==> src/verilog/led_dim_consts.svh <==
`ifndef LED_DIM_CONSTS_SVH
`define LED_DIM_CONSTS_SVH
// clock period
`define CLK_NS 10
// register indexes, byte address is index times four
`define IDX_FN1 3'h0
`define IDX_FN2 3'h1
`define IDX_FLT 3'h2
`define IDX_ID 3'h3
`define IDX_MARK 3'h4
`define IDX_DUTY 3'h5
`define IDX_LAST 3'h5
// reset values
`define RST_FN1 8'h86
`define RST_FN2 8'h28
`define ID_VALUE 8'h5A
// field positions, function set 1
`define B_THERMAL_DERATE_ENABLE 7
`define B_MODE 5
`define B_MIX_TRANSFER_POINT_BIT 4
`define B_MIXFR 3
`define B_FSPMF 1
`define B_SPREAD_RANGE_BIT 0
// field positions, function set 2
`define B_PSE 7
`define B_THS 5
`define B_FSW 3
`define B_CH 0
// field positions, fault register
`define B_SEN 7
`define B_SATURATION_TIME_SELECT 6
// duty and amplitude codes on a 256 scale
`define DUTY_TP25 8'h40
`define DUTY_TP125 8'h20
`define DUTY_10PCT 8'h1A
`define AMP_FULL 8'hFF
`define AMP_QTR 8'h40
// times in ns, then the current-limit cycle count
`define T_US_NS 1000
`define T_MIX200_NS 19531
`define T_MIX23K_NS 170
`define T_ON7_NS 7000
`define T_FF_NS 750000
`define T_RTPER_NS 500000
`define T_RTPUL_NS 10000
`define T_SHORT_NS 7700000
`define T_ALLSH_NS 480000000
`define T_SAT20_NS 20000000
`define T_SAT40_NS 40000000
`define T_UV_NS 10000
`define OC_CYCLES 3'h5
`endif

==> src/verilog/led_dim_pkg.sv <==
package led_dim_pkg;
  // resolved dimming method
  typedef enum logic [2:0] {
    D_MIX = 3'b001,
    D_PWM = 3'b010,
    D_ANA = 3'b100
  } dim_sel_t;
endpackage

==> src/verilog/led_dimming_protection_ctrl.sv <==
// Functional notes
// - mix: analog above point, quarter amplitude below
// - transfer point bit: 25% clear, 12.5% set
// - mode 00 selects mix dimming
// - mix output rate set only by bit
// - mode 01 selects direct PWM dimming
// - direct PWM: full amplitude gated by input
// - mode 10 selects analog dimming
// - analog: amplitude equals measured input duty
// - analog duty below 10%: raise sink target
// - on-time under 7us: regulate 0.93 overvoltage
// - channel count field enables lowest channels
// - phase shift bit enables shifted sinks
// - each channel lags by 360 over count
// - spread range bit: 1/20 or 1/32
// - spread modulation field sets rate or off
// - fault low on trigger, release 750us later
// - fault bits sticky, cleared on read
// - overvoltage: stop, mark strings under 100mV
// - marked strings retested 10us every 500us
// - short held 7.7ms marks string off
// - short held 480ms: all off, standby
// - compensation saturated 20/40ms: disconnect, latch
// - output under threshold 10us: disconnect, latch
// - current limit five cycles running: latch
// - hot die derates amplitude when enabled
`timescale 1ns/1ps
`default_nettype none
`include "led_dim_consts.svh"
module led_dimming_protection_ctrl
  import led_dim_pkg::*;
#(
  parameter logic [19:0] FF_CYC    = 20'(`T_FF_NS / `CLK_NS),
  parameter logic [19:0] RTPER_CYC = 20'(`T_RTPER_NS / `CLK_NS),
  parameter logic [19:0] SHORT_CYC = 20'(`T_SHORT_NS / `CLK_NS),
  parameter logic [25:0] ALLSH_CYC = 26'(`T_ALLSH_NS / `CLK_NS),
  parameter logic [22:0] SAT20_CYC = 23'(`T_SAT20_NS / `CLK_NS),
  parameter logic [22:0] SAT40_CYC = 23'(`T_SAT40_NS / `CLK_NS)
)(
  input  wire logic        clk_i,
  input  wire logic        rst_i,
  input  wire logic [7:0]  wb_adr_i,
  input  wire logic [31:0] wb_dat_i,
  output logic      [31:0] wb_dat_o,
  input  wire logic        wb_we_i,
  input  wire logic [3:0]  wb_sel_i,
  input  wire logic        wb_cyc_i,
  input  wire logic        wb_stb_i,
  output logic             wb_ack_o,
  input  wire logic        dim_i,
  input  wire logic        enable_i,
  input  wire logic        ovp_hit_i,
  input  wire logic [5:0]  sink_low_i,
  input  wire logic [5:0]  sink_short_i,
  input  wire logic        comp_sat_i,
  input  wire logic        ovp_uv_i,
  input  wire logic        sw_ilim_i,
  input  wire logic        sw_cycle_i,
  input  wire logic        over_temp_i,
  output logic      [5:0]  sink_on_o,
  output logic      [7:0]  amp_o,
  output logic             min_sink_2v_o,
  output logic             ovp93_o,
  output logic             stop_switch_o,
  output logic             spread_en_o,
  output logic             spread_range_o,
  output logic      [1:0]  spread_mod_o,
  output logic      [1:0]  short_threshold_field_o,
  output logic      [1:0]  sw_freq_sel_o,
  output logic             derate_o,
  output logic             standby_o,
  output logic             fault_flag_output_n_o,
  output logic             input_disconnect_drive_o
);
  localparam logic [6:0]  US_CYC   = 7'(`T_US_NS / `CLK_NS);
  localparam logic [10:0] MIXS_LO  = 11'(`T_MIX200_NS / `CLK_NS);
  localparam logic [10:0] MIXS_HI  = 11'(`T_MIX23K_NS / `CLK_NS);
  localparam logic [19:0] ON7_CYC  = 20'((`T_ON7_NS + `CLK_NS - 1) / `CLK_NS);
  localparam logic [19:0] RTPUL_CYC = 20'(`T_RTPUL_NS / `CLK_NS);
  localparam logic [9:0]  UV_CYC   = 10'(`T_UV_NS / `CLK_NS);

  // configuration and status registers
  logic [7:0] cfg1;          // function set 1
  logic [7:0] cfg2;          // function set 2
  logic [1:0] cfg3;          // all-short enable, saturation select
  logic [5:0] fault_bits;    // sticky fault indications
  logic [7:0] duty;          // measured input duty, 256 scale

  // field decode
  wire       thermal_derate_enable  = cfg1[`B_THERMAL_DERATE_ENABLE];
  wire [1:0] dimming_mode_field     = cfg1[`B_MODE +: 2];
  wire       mix_transfer_point_bit = cfg1[`B_MIX_TRANSFER_POINT_BIT];
  wire       mix_freq_bit           = cfg1[`B_MIXFR];
  wire [1:0] spread_modulation_field = cfg1[`B_FSPMF +: 2];
  wire       spread_range_bit       = cfg1[`B_SPREAD_RANGE_BIT];
  wire       phase_shift_enable     = cfg2[`B_PSE];
  wire [2:0] channel_count_field    = cfg2[`B_CH +: 3];
  wire       all_short_enable       = cfg3[1];
  wire       saturation_time_select = cfg3[0];

  // bus decode
  wire       bus_req  = wb_cyc_i & wb_stb_i;
  wire       bus_take = bus_req & wb_ack_o;
  wire [2:0] bus_idx  = wb_adr_i[4:2];
  wire       bus_hit  = (wb_adr_i[7:5] == 3'h0) & (bus_idx <= `IDX_LAST);
  wire       bus_wr   = bus_take & bus_hit & wb_we_i & wb_sel_i[0];
  wire       flt_rd   = bus_take & bus_hit & ~wb_we_i & (bus_idx == `IDX_FLT);

  // protection state
  logic       latched;       // latch-off held
  logic       disc;          // input disconnect drive
  wire  [5:0] marked;        // strings marked off
  wire  [5:0] open_ev;       // open marking events
  wire  [5:0] short_ev;      // short marking events

  // read data selection
  wire [7:0] rd_byte =
    (bus_idx == `IDX_FN1)  ? cfg1 :
    (bus_idx == `IDX_FN2)  ? cfg2 :
    (bus_idx == `IDX_FLT)  ? {cfg3, fault_bits} :
    (bus_idx == `IDX_ID)   ? `ID_VALUE :
    (bus_idx == `IDX_MARK) ? {2'h0, marked} :
    duty;
  wire [7:0] rd_sel = bus_hit ? rd_byte : 8'h00;

  // ack one cycle after request, read data latched with it
  always_ff @(posedge clk_i) begin
    if (rst_i) begin
      wb_ack_o <= 1'b0;
      wb_dat_o <= 32'h0000_0000;
    end else begin
      wb_ack_o <= bus_req & ~wb_ack_o;
      if (bus_req & ~wb_ack_o) begin
        wb_dat_o <= {24'h00_0000, rd_sel};
      end
    end
  end

  // register writes at the ack edge
  always_ff @(posedge clk_i) begin
    if (rst_i) begin
      cfg1 <= `RST_FN1;
      cfg2 <= `RST_FN2;
      cfg3 <= 2'h0;
    end else if (bus_wr) begin
      if (bus_idx == `IDX_FN1) begin
        cfg1 <= wb_dat_i[7:0];
      end
      if (bus_idx == `IDX_FN2) begin
        cfg2 <= wb_dat_i[7:0];
      end
      if (bus_idx == `IDX_FLT) begin
        cfg3 <= wb_dat_i[7:6];
      end
    end
  end

  // microsecond tick
  logic [6:0] us_cnt;
  wire        us_tick = (us_cnt == US_CYC - 7'h01);
  always_ff @(posedge clk_i) begin
    if (rst_i || us_tick) begin
      us_cnt <= 7'h00;
    end else begin
      us_cnt <= us_cnt + 7'h01;
    end
  end

  // duty measurement over a 16384 us window
  logic [13:0] win_cnt;      // window position
  logic [13:0] hi_cnt;       // high samples in window
  always_ff @(posedge clk_i) begin
    if (rst_i) begin
      win_cnt <= 14'h0000;
      hi_cnt  <= 14'h0000;
      duty    <= 8'h00;
    end else if (us_tick) begin
      win_cnt <= win_cnt + 14'h0001;
      if (win_cnt == 14'h3FFF) begin
        duty   <= hi_cnt[13:6];
        hi_cnt <= {13'h0000, dim_i};
      end else begin
        hi_cnt <= hi_cnt + {13'h0000, dim_i};
      end
    end
  end

  // internal mix pwm, rate from the frequency bit only
  logic [10:0] mix_div;      // step divider
  logic [7:0]  mix_ph;       // phase within mix period
  wire  [10:0] mix_step = mix_freq_bit ? MIXS_HI : MIXS_LO;
  always_ff @(posedge clk_i) begin
    if (rst_i) begin
      mix_div <= 11'h000;
      mix_ph  <= 8'h00;
    end else if (mix_div >= mix_step - 11'h001) begin
      mix_div <= 11'h000;
      mix_ph  <= mix_ph + 8'h01;
    end else begin
      mix_div <= mix_div + 11'h001;
    end
  end
  wire mix_on = {2'h0, mix_ph} < {duty, 2'h0};

  // dimming method
  dim_sel_t dsel;
  always_comb begin
    unique case (dimming_mode_field)
      2'b01:   dsel = D_PWM;
      2'b10:   dsel = D_ANA;
      default: dsel = D_MIX;
    endcase
  end

  wire [7:0] tp      = mix_transfer_point_bit ? `DUTY_TP125 : `DUTY_TP25;
  wire       low_mix = duty < tp;
  logic      gate;           // common dimming gate
  logic [7:0] amp_raw;       // amplitude before derating
  always_comb begin
    unique case (dsel)
      D_MIX: begin
        gate    = low_mix ? mix_on : 1'b1;
        amp_raw = low_mix ? `AMP_QTR : duty;
      end
      D_PWM: begin
        gate    = dim_i;
        amp_raw = `AMP_FULL;
      end
      D_ANA: begin
        gate    = 1'b1;
        amp_raw = duty;
      end
    endcase
  end
  wire derate = thermal_derate_enable & over_temp_i;
  wire [7:0] amp_next = derate ? {1'b0, amp_raw[7:1]} : amp_raw;

  // gate on-time and period measurement
  logic        gate_q;       // gate one cycle ago
  logic [19:0] on_cnt;       // current on-time
  logic [19:0] on_len;       // last on-time
  logic [19:0] per_cnt;      // position since last rise
  logic [19:0] per_len;      // last period
  wire         gate_rise = gate & ~gate_q;
  wire         gate_fall = ~gate & gate_q;
  wire         per_sat   = &per_cnt;
  always_ff @(posedge clk_i) begin
    if (rst_i) begin
      gate_q  <= 1'b0;
      on_cnt  <= 20'h00000;
      on_len  <= 20'h00000;
      per_cnt <= 20'hFFFFF;
      per_len <= 20'h00001;
      ovp93_o <= 1'b0;
    end else begin
      gate_q <= gate;
      if (gate_rise) begin
        on_cnt  <= 20'h00001;
        per_cnt <= 20'h00000;
        if (!per_sat) begin
          per_len <= per_cnt + 20'h00001;
        end
      end else begin
        if (gate && !(&on_cnt)) begin
          on_cnt <= on_cnt + 20'h00001;
        end
        if (!per_sat) begin
          per_cnt <= per_cnt + 20'h00001;
        end
      end
      if (gate_fall) begin
        on_len  <= on_cnt;
        ovp93_o <= on_cnt < ON7_CYC;
      end else if (gate && on_cnt >= ON7_CYC) begin
        ovp93_o <= 1'b0;
      end
    end
  end

  // active channel count and phase step
  wire [2:0] n_act = (channel_count_field > 3'h5) ? 3'h1 :
                     3'h6 - channel_count_field;
  logic [16:0] recip;        // 65536 over channel count
  always_comb begin
    unique case (n_act)
      3'h2:    recip = 17'h08000;
      3'h3:    recip = 17'h05556;
      3'h4:    recip = 17'h04000;
      3'h5:    recip = 17'h0333A;
      3'h6:    recip = 17'h02AAB;
      default: recip = 17'h10000;
    endcase
  end
  wire [36:0] step_prod = {17'h00000, per_len} * {20'h00000, recip};
  wire [19:0] step      = step_prod[35:16];

  // retest timer: period then pulse
  logic [19:0] rt_cnt;
  wire         rt_on  = rt_cnt >= RTPER_CYC;
  wire         rt_end = rt_cnt == RTPER_CYC + RTPUL_CYC - 20'h00001;
  always_ff @(posedge clk_i) begin
    if (rst_i || rt_end) begin
      rt_cnt <= 20'h00000;
    end else begin
      rt_cnt <= rt_cnt + 20'h00001;
    end
  end

  // per-channel sink, marking and short timing
  wire [5:0] ch_gate;
  wire [5:0] ch_en;
  genvar i;
  generate
    for (i = 0; i < 6; i = i + 1) begin : g_ch
      logic [19:0] sc;       // short persistence count
      logic        mark_q;   // string marked off
      wire  [19:0] off = 20'(step * 20'(i));
      wire  [19:0] dpos = (per_cnt >= off) ? per_cnt - off :
                          per_cnt + per_len - off;
      wire         ph_on = per_sat ? gate : (dpos < on_len);
      assign ch_en[i]   = 3'(i) < n_act;
      if (i == 0) begin : g_first
        assign ch_gate[i] = gate;
      end else begin : g_rest
        assign ch_gate[i] = phase_shift_enable ? ph_on : gate;
      end
      assign open_ev[i]  = ovp_hit_i & sink_low_i[i] & ch_en[i] & ~mark_q;
      assign short_ev[i] = (sc == SHORT_CYC - 20'h00001) & ~mark_q;
      assign marked[i]   = mark_q;
      // short counter, runs only while lit and above threshold
      always_ff @(posedge clk_i) begin
        if (rst_i || !sink_short_i[i] || !ch_en[i] || mark_q) begin
          sc <= 20'h00000;
        end else if (gate && sc != SHORT_CYC - 20'h00001) begin
          sc <= sc + 20'h00001;
        end
      end
      // mark set by faults, cleared after a clean retest
      always_ff @(posedge clk_i) begin
        if (rst_i || !ch_en[i]) begin
          mark_q <= 1'b0;
        end else if (open_ev[i] || short_ev[i]) begin
          mark_q <= 1'b1;
        end else if (rt_end && !sink_low_i[i] && !sink_short_i[i]) begin
          mark_q <= 1'b0;
        end
      end
    end
  endgenerate

  // all-string short timing and standby
  logic [25:0] as_cnt;
  wire any_short = |(sink_short_i & ch_en);
  always_ff @(posedge clk_i) begin
    if (rst_i || !any_short || !all_short_enable) begin
      as_cnt <= 26'h0000000;
    end else if (gate && as_cnt != ALLSH_CYC) begin
      as_cnt <= as_cnt + 26'h0000001;
    end
  end
  always_ff @(posedge clk_i) begin
    if (rst_i || !any_short) begin
      standby_o <= 1'b0;
    end else if (as_cnt == ALLSH_CYC) begin
      standby_o <= 1'b1;
    end
  end

  // compensation saturation timing
  logic [22:0] sat_cnt;
  wire  [22:0] sat_lim = saturation_time_select ? SAT40_CYC : SAT20_CYC;
  wire         sat_ev  = sat_cnt == sat_lim - 23'h000001;
  // holds at the limit, so a part already latched still disconnects
  always_ff @(posedge clk_i) begin
    if (rst_i || !comp_sat_i) begin
      sat_cnt <= 23'h000000;
    end else if (!sat_ev) begin
      sat_cnt <= sat_cnt + 23'h000001;
    end
  end

  // output under-voltage timing
  logic [9:0] uv_cnt;
  wire        uv_ev = uv_cnt == UV_CYC - 10'h001;
  // holds at the limit, so a part already latched still disconnects
  always_ff @(posedge clk_i) begin
    if (rst_i || !ovp_uv_i) begin
      uv_cnt <= 10'h000;
    end else if (!uv_ev) begin
      uv_cnt <= uv_cnt + 10'h001;
    end
  end

  // consecutive current-limit cycles
  logic       ilim_seen;     // limit hit in this cycle
  logic [2:0] oc_run;        // cycles in a row
  wire        ilim_cyc = ilim_seen | sw_ilim_i;
  wire        oc_ev = sw_cycle_i & ilim_cyc & (oc_run == `OC_CYCLES - 3'h1);
  always_ff @(posedge clk_i) begin
    if (rst_i) begin
      ilim_seen <= 1'b0;
      oc_run    <= 3'h0;
    end else if (sw_cycle_i) begin
      ilim_seen <= 1'b0;
      oc_run    <= ilim_cyc ? oc_run + 3'h1 : 3'h0;
    end else begin
      ilim_seen <= ilim_cyc;
    end
  end

  // latch-off, held until disable
  always_ff @(posedge clk_i) begin
    if (rst_i || !enable_i) begin
      latched <= 1'b0;
      disc    <= 1'b0;
    end else begin
      if (sat_ev || uv_ev || oc_ev) begin
        latched <= 1'b1;
      end
      if (sat_ev || uv_ev) begin
        disc <= 1'b1;
      end
    end
  end

  // sticky fault bits, only reported bits clear, a new event wins
  wire [5:0] flt_ev = {sat_ev, over_temp_i, uv_ev, oc_ev, |short_ev, |open_ev};
  always_ff @(posedge clk_i) begin
    if (rst_i) begin
      fault_bits <= 6'h00;
    end else begin
      fault_bits <= (fault_bits & ~({6{flt_rd}} & wb_dat_o[5:0])) | flt_ev;
    end
  end

  // fault output, released after the hold delay
  logic [19:0] ff_cnt;
  wire prot = latched | standby_o | (|marked) | over_temp_i | (|flt_ev);
  always_ff @(posedge clk_i) begin
    if (rst_i) begin
      fault_flag_output_n_o <= 1'b1;
      ff_cnt                <= 20'h00000;
    end else if (prot) begin
      fault_flag_output_n_o <= 1'b0;
      ff_cnt                <= 20'h00000;
    end else if (!fault_flag_output_n_o) begin
      if (ff_cnt == FF_CYC - 20'h00001) begin
        fault_flag_output_n_o <= 1'b1;
      end else begin
        ff_cnt <= ff_cnt + 20'h00001;
      end
    end
  end

  // sink drive: enabled, unmarked, or pulsed for retest
  wire run = enable_i & ~latched & ~standby_o;
  wire [5:0] next_sink = {6{run}} & ch_en &
                         ((~marked & ch_gate) | (marked & {6{rt_on}}));

  // registered outputs
  always_ff @(posedge clk_i) begin
    if (rst_i) begin
      sink_on_o                <= 6'h00;
      amp_o                    <= 8'h00;
      min_sink_2v_o            <= 1'b0;
      stop_switch_o            <= 1'b1;
      spread_en_o              <= 1'b0;
      spread_range_o           <= 1'b0;
      spread_mod_o             <= 2'h3;
      short_threshold_field_o  <= 2'h1;
      sw_freq_sel_o            <= 2'h1;
      derate_o                 <= 1'b0;
      input_disconnect_drive_o <= 1'b0;
    end else begin
      sink_on_o                <= next_sink;
      amp_o                    <= amp_next;
      min_sink_2v_o            <= (dsel == D_ANA) & (duty < `DUTY_10PCT);
      stop_switch_o            <= ovp_hit_i | ~run;
      spread_en_o              <= spread_modulation_field != 2'h3;
      spread_range_o           <= spread_range_bit;
      spread_mod_o             <= spread_modulation_field;
      short_threshold_field_o  <= cfg2[`B_THS +: 2];
      sw_freq_sel_o            <= cfg2[`B_FSW +: 2];
      derate_o                 <= derate;
      input_disconnect_drive_o <= disc;
    end
  end
endmodule
`default_nettype wire
==> config.mk <==
export PLATFORM = sky130hd
export DESIGN_NAME = led_dimming_protection_ctrl
export DESIGN_NICKNAME = d
export VERILOG_FILES = /design/src/verilog/led_dim_pkg.sv /design/src/verilog/led_dimming_protection_ctrl.sv
export VERILOG_INCLUDE_DIRS = /design/src /design/src/verilog
export SDC_FILE = /design/constraint.sdc
export NUM_CORES = 2
export LEC_CHECK = 0
export BUFFER_PORTS_ARGS = -buffer_cell sky130_fd_sc_hd__buf_4
export CAP_MARGIN = 20
export CORE_UTILIZATION = 65
export DETAILED_ROUTE_END_ITERATION = 8
export PLACE_DENSITY = 0.94
export SLEW_MARGIN = 20
export SYNTH_ARGS = -nofsm -noshare
export SYNTH_HDL_FRONTEND = slang
export SYNTH_SLANG_ARGS = --single-unit
==> constraint.sdc <==
create_clock -name clk_i -period 14.7 [get_ports clk_i]
set_input_delay 2.205 -clock clk_i [delete_from_list [all_inputs] [get_ports clk_i]]
set_output_delay 2.205 -clock clk_i [all_outputs]
set_load 0.1 [all_outputs]
==> impl_metrics.tcl <==
set metrics [dict create \
    hold_viol_final 0 \
    dr.pass1.iters 9 \
    ant_nets 0 \
    powerDensity_nw_per_um2 118 \
    cp_data_arrival_time_ps 14740 \
    track_usage_pct 35.1 \
    cts_hold_buf 0 \
    boundaryPins 131 \
    hp-class "flip-flop to flip-flop" \
    htree_levels 2 \
    gp_congestion 1.02 \
    fin_area_sq_um 46400 \
    required_ps 15190 \
    ys_seq_area_share_pct 20.3 \
    root_buffer "clkbuf_16" \
    critical_path.startpoint "cfg2[1]$_SDFFE_PP0P_" \
    yosys_register_bits 436 \
    grt_pass1_vias 37894 \
    timing.slew.headroom_pct 27.6 \
    worst_setup_path_end_kind "flip-flop" \
    clkTransAtPathRegs_ps 60 \
    dieArea_sq_um 67300 \
    portBuffers 77 \
    drive_gt1_share_pct 7.08 \
    synth_edf_count 0 \
    final_cells 6233 \
    cpPeakStageDelay_ps 580 \
    netlist_area_sq_um 43100 \
    vdd.ir_drop.worst_mv 0.0909 \
    fin_ws_ps 454 \
    critical_path_peak_fanout 21 \
    hold_path_startpoint "us_cnt[0]$_SDFF_PP0_" \
    num_vias 39386 \
    violations "DRC" \
    p_total_mw 5.49 \
    worstMarginPinSlew_ps 1060 \
    synth_area_per_cell_sq_um 8.11 \
    fin_skew_ps 19.3 \
    cts_sinks 436 \
    postLayoutCoreUtil_pct 71.5 \
    mostFrequentLayoutCells "nor2_1, inv_1, nand2_1" \
    clock_latency_ps 610 \
    slew_violations 0 \
    core_area_sq_um 64900 \
    setup-tns-final_ps 0 \
    pre_cts_slack_ps -62.1 \
    drcViolationCount 1 \
    grt_pass1_wl_microns 192000 \
    totalWireLength_microns 122000 \
    n_antenna_cell 0 \
    nets 6100 \
    rows 93 \
    wire_per_inst_microns 19.6 \
    status "finished with violations" \
    crit_type "flip-flop to flip-flop" \
    synthArstFlopShare_pct 0 \
    synth_warnings 0 \
    area_delta_synth_final_pct 7.77 \
    r2r_start "cfg2[1]$_SDFFE_PP0P_" \
    drtIter0Drc 4340 \
    cap_viol_max_count 0 \
    synth_cell_type_count 108 \
    die-height_microns 259 \
    setup_viol 0 \
    fin_hold_ws_ps 452 \
    ys.flop_type "dfxtp_1" \
    timing.final.crit_share_pct 96.9 \
    cp_slowest_cell "fa_1" \
    post-dp-hpwl_microns 92500 \
    cts_tree "yes" \
    initial_utilization_pct 66.3 \
    postPlaceCellArea_sq_um 44500 \
    fin_crit_ps 14250 \
    grt_max_degree 83 \
    fillers 4528 \
    chipWidth_microns 259 \
    cts_buffers 47 \
    timing.fmax_mhz 70.2 \
    vias_per_cell 6.32 \
    final_common_cell "nor2_1" \
    p_leak_nw 19.5 \
    antenna_found_initial 0 \
    grt_overflow 0 \
    place_inst 6138 \
    clk_path_buf_depth 3 \
    synthCells 5308 \
    start_kind "flip-flop" \
]
[repair_timing]
action | CTS | global route
endpoints found under the setup margin | 1 | 3
buffers inserted | 0 | 10
pin swaps | 0 | 9
gates resized for setup | 2 | 44
hold endpoints to repair | 0 | 0
cloned | 0 | 1
[path summary, 6_finish.rpt]
| check | depth (start not counted) | endpoint | slack, ps |
|---|---|---|---|
| setup / recovery | 61 | sink_on_o[3]$_SDFF_PP0_ | 450 |
| hold reg to reg | 1 | us_cnt[0]$_SDFF_PP0_ | 450 |
| setup reg to reg | 61 | sink_on_o[3]$_SDFF_PP0_ | 450 |
| hold / removal | 1 | us_cnt[0]$_SDFF_PP0_ | 450 |
[final cells by class]
class	count	area [sq um]	area share, %
clock buffers	63	1340	2.88
clock inverters	21	260	0.561
inverters	506	1900	4.09
multi-input cells	4187	31800	68.6
flip-flops and latches	436	8730	18.8
well taps	855	1070	2.31
repair buffers	165	1260	2.72
[state kept, by name, indices dropped and copies added, names as in the netlist, 10 cells and up]
register / flops
g_ch.sc: 120
per_cnt: 20
as_cnt: 26
ff_cnt: 20
on_cnt: 20
mix_div: 11
sat_cnt: 23
rt_cnt: 20
hi_cnt: 14
uv_cnt: 10
win_cnt: 14
per_len: 20
on_len: 20
[synthesized netlist by cell type (28+ instances only)]
| master | n | share of area, % |
|---|---|---|
| nor4_1 | 28 | 0.41 |
| maj3_1 | 46 | 1.1 |
| or3_1 | 63 | 0.92 |
| o21ai_0 | 219 | 2.5 |
| nand2_1 | 483 | 4.2 |
| o21a_1 | 30 | 0.52 |
| a211oi_1 | 39 | 0.68 |
| and3_1 | 53 | 0.77 |
| nand3_1 | 142 | 1.7 |
| buf_4 | 28 | 0.49 |
| clkbuf_1 | 135 | 1.2 |
| a21oi_1 | 322 | 3.7 |
| a31oi_1 | 32 | 0.47 |
| a21o_1 | 76 | 1.3 |
| fa_1 | 273 | 13 |
| nor2_1 | 602 | 5.2 |
| nand4_1 | 107 | 1.6 |
| ha_1 | 415 | 12 |
| xnor2_1 | 286 | 5.8 |
| dfxtp_1 | 436 | 20 |
| nand2b_1 | 65 | 0.94 |
| and2_1 | 61 | 0.89 |
| nor3_1 | 96 | 1.1 |
| mux2i_1 | 61 | 1.4 |
| or2_2 | 29 | 0.42 |
| nor2b_1 | 65 | 0.94 |
| inv_1 | 495 | 4.3 |
| xor2_1 | 227 | 4.6 |
[logic make-up after synthesis]
kind of cell	count (synthesis)	share of synthesized area, %
buffers and inverters	708	6.52
AND/OR/NAND/NOR	1871	20.6
other	1	0.00871
multiplexers	66	1.56
AO/OA/AOI/OAI	956	14.1
XOR/XNOR	517	10.6
adder cells (fa/ha/maj)	753	26.3
flip-flops	436	20.3
[critical path, delay by kind of cell (launching register included)]
family                     cells  cell delay, ps
AOI/OAI and AO/OA             25            4670
DFF                            1             400
xor gates and xnor gates       1             130
muxes                          2             380
adders and majority gates     11            4650
and+or+nand+nor               10            2140
buffers and inverters         12            1730
[layer usage]
metal  up-vias  GRT usage [%]  part of all wire (%)
met1     18669           44.2                    39
met5         -              0                     0
met4         0           18.6                   6.0
met3       473           6.11                   9.4
met2      2170           57.5                    46
li1      18074              -                     -
[power by group]
group | switching [mW] | total [mW] | internal, mW
Combinational | 1.78 | 2.98 | 1.20
Clock | 0.527 | 1.23 | 0.699
Sequential | 0.0727 | 1.28 | 1.21
Total | 2.38 | 5.49 | 3.11
(Power assumes the default switching activity.)
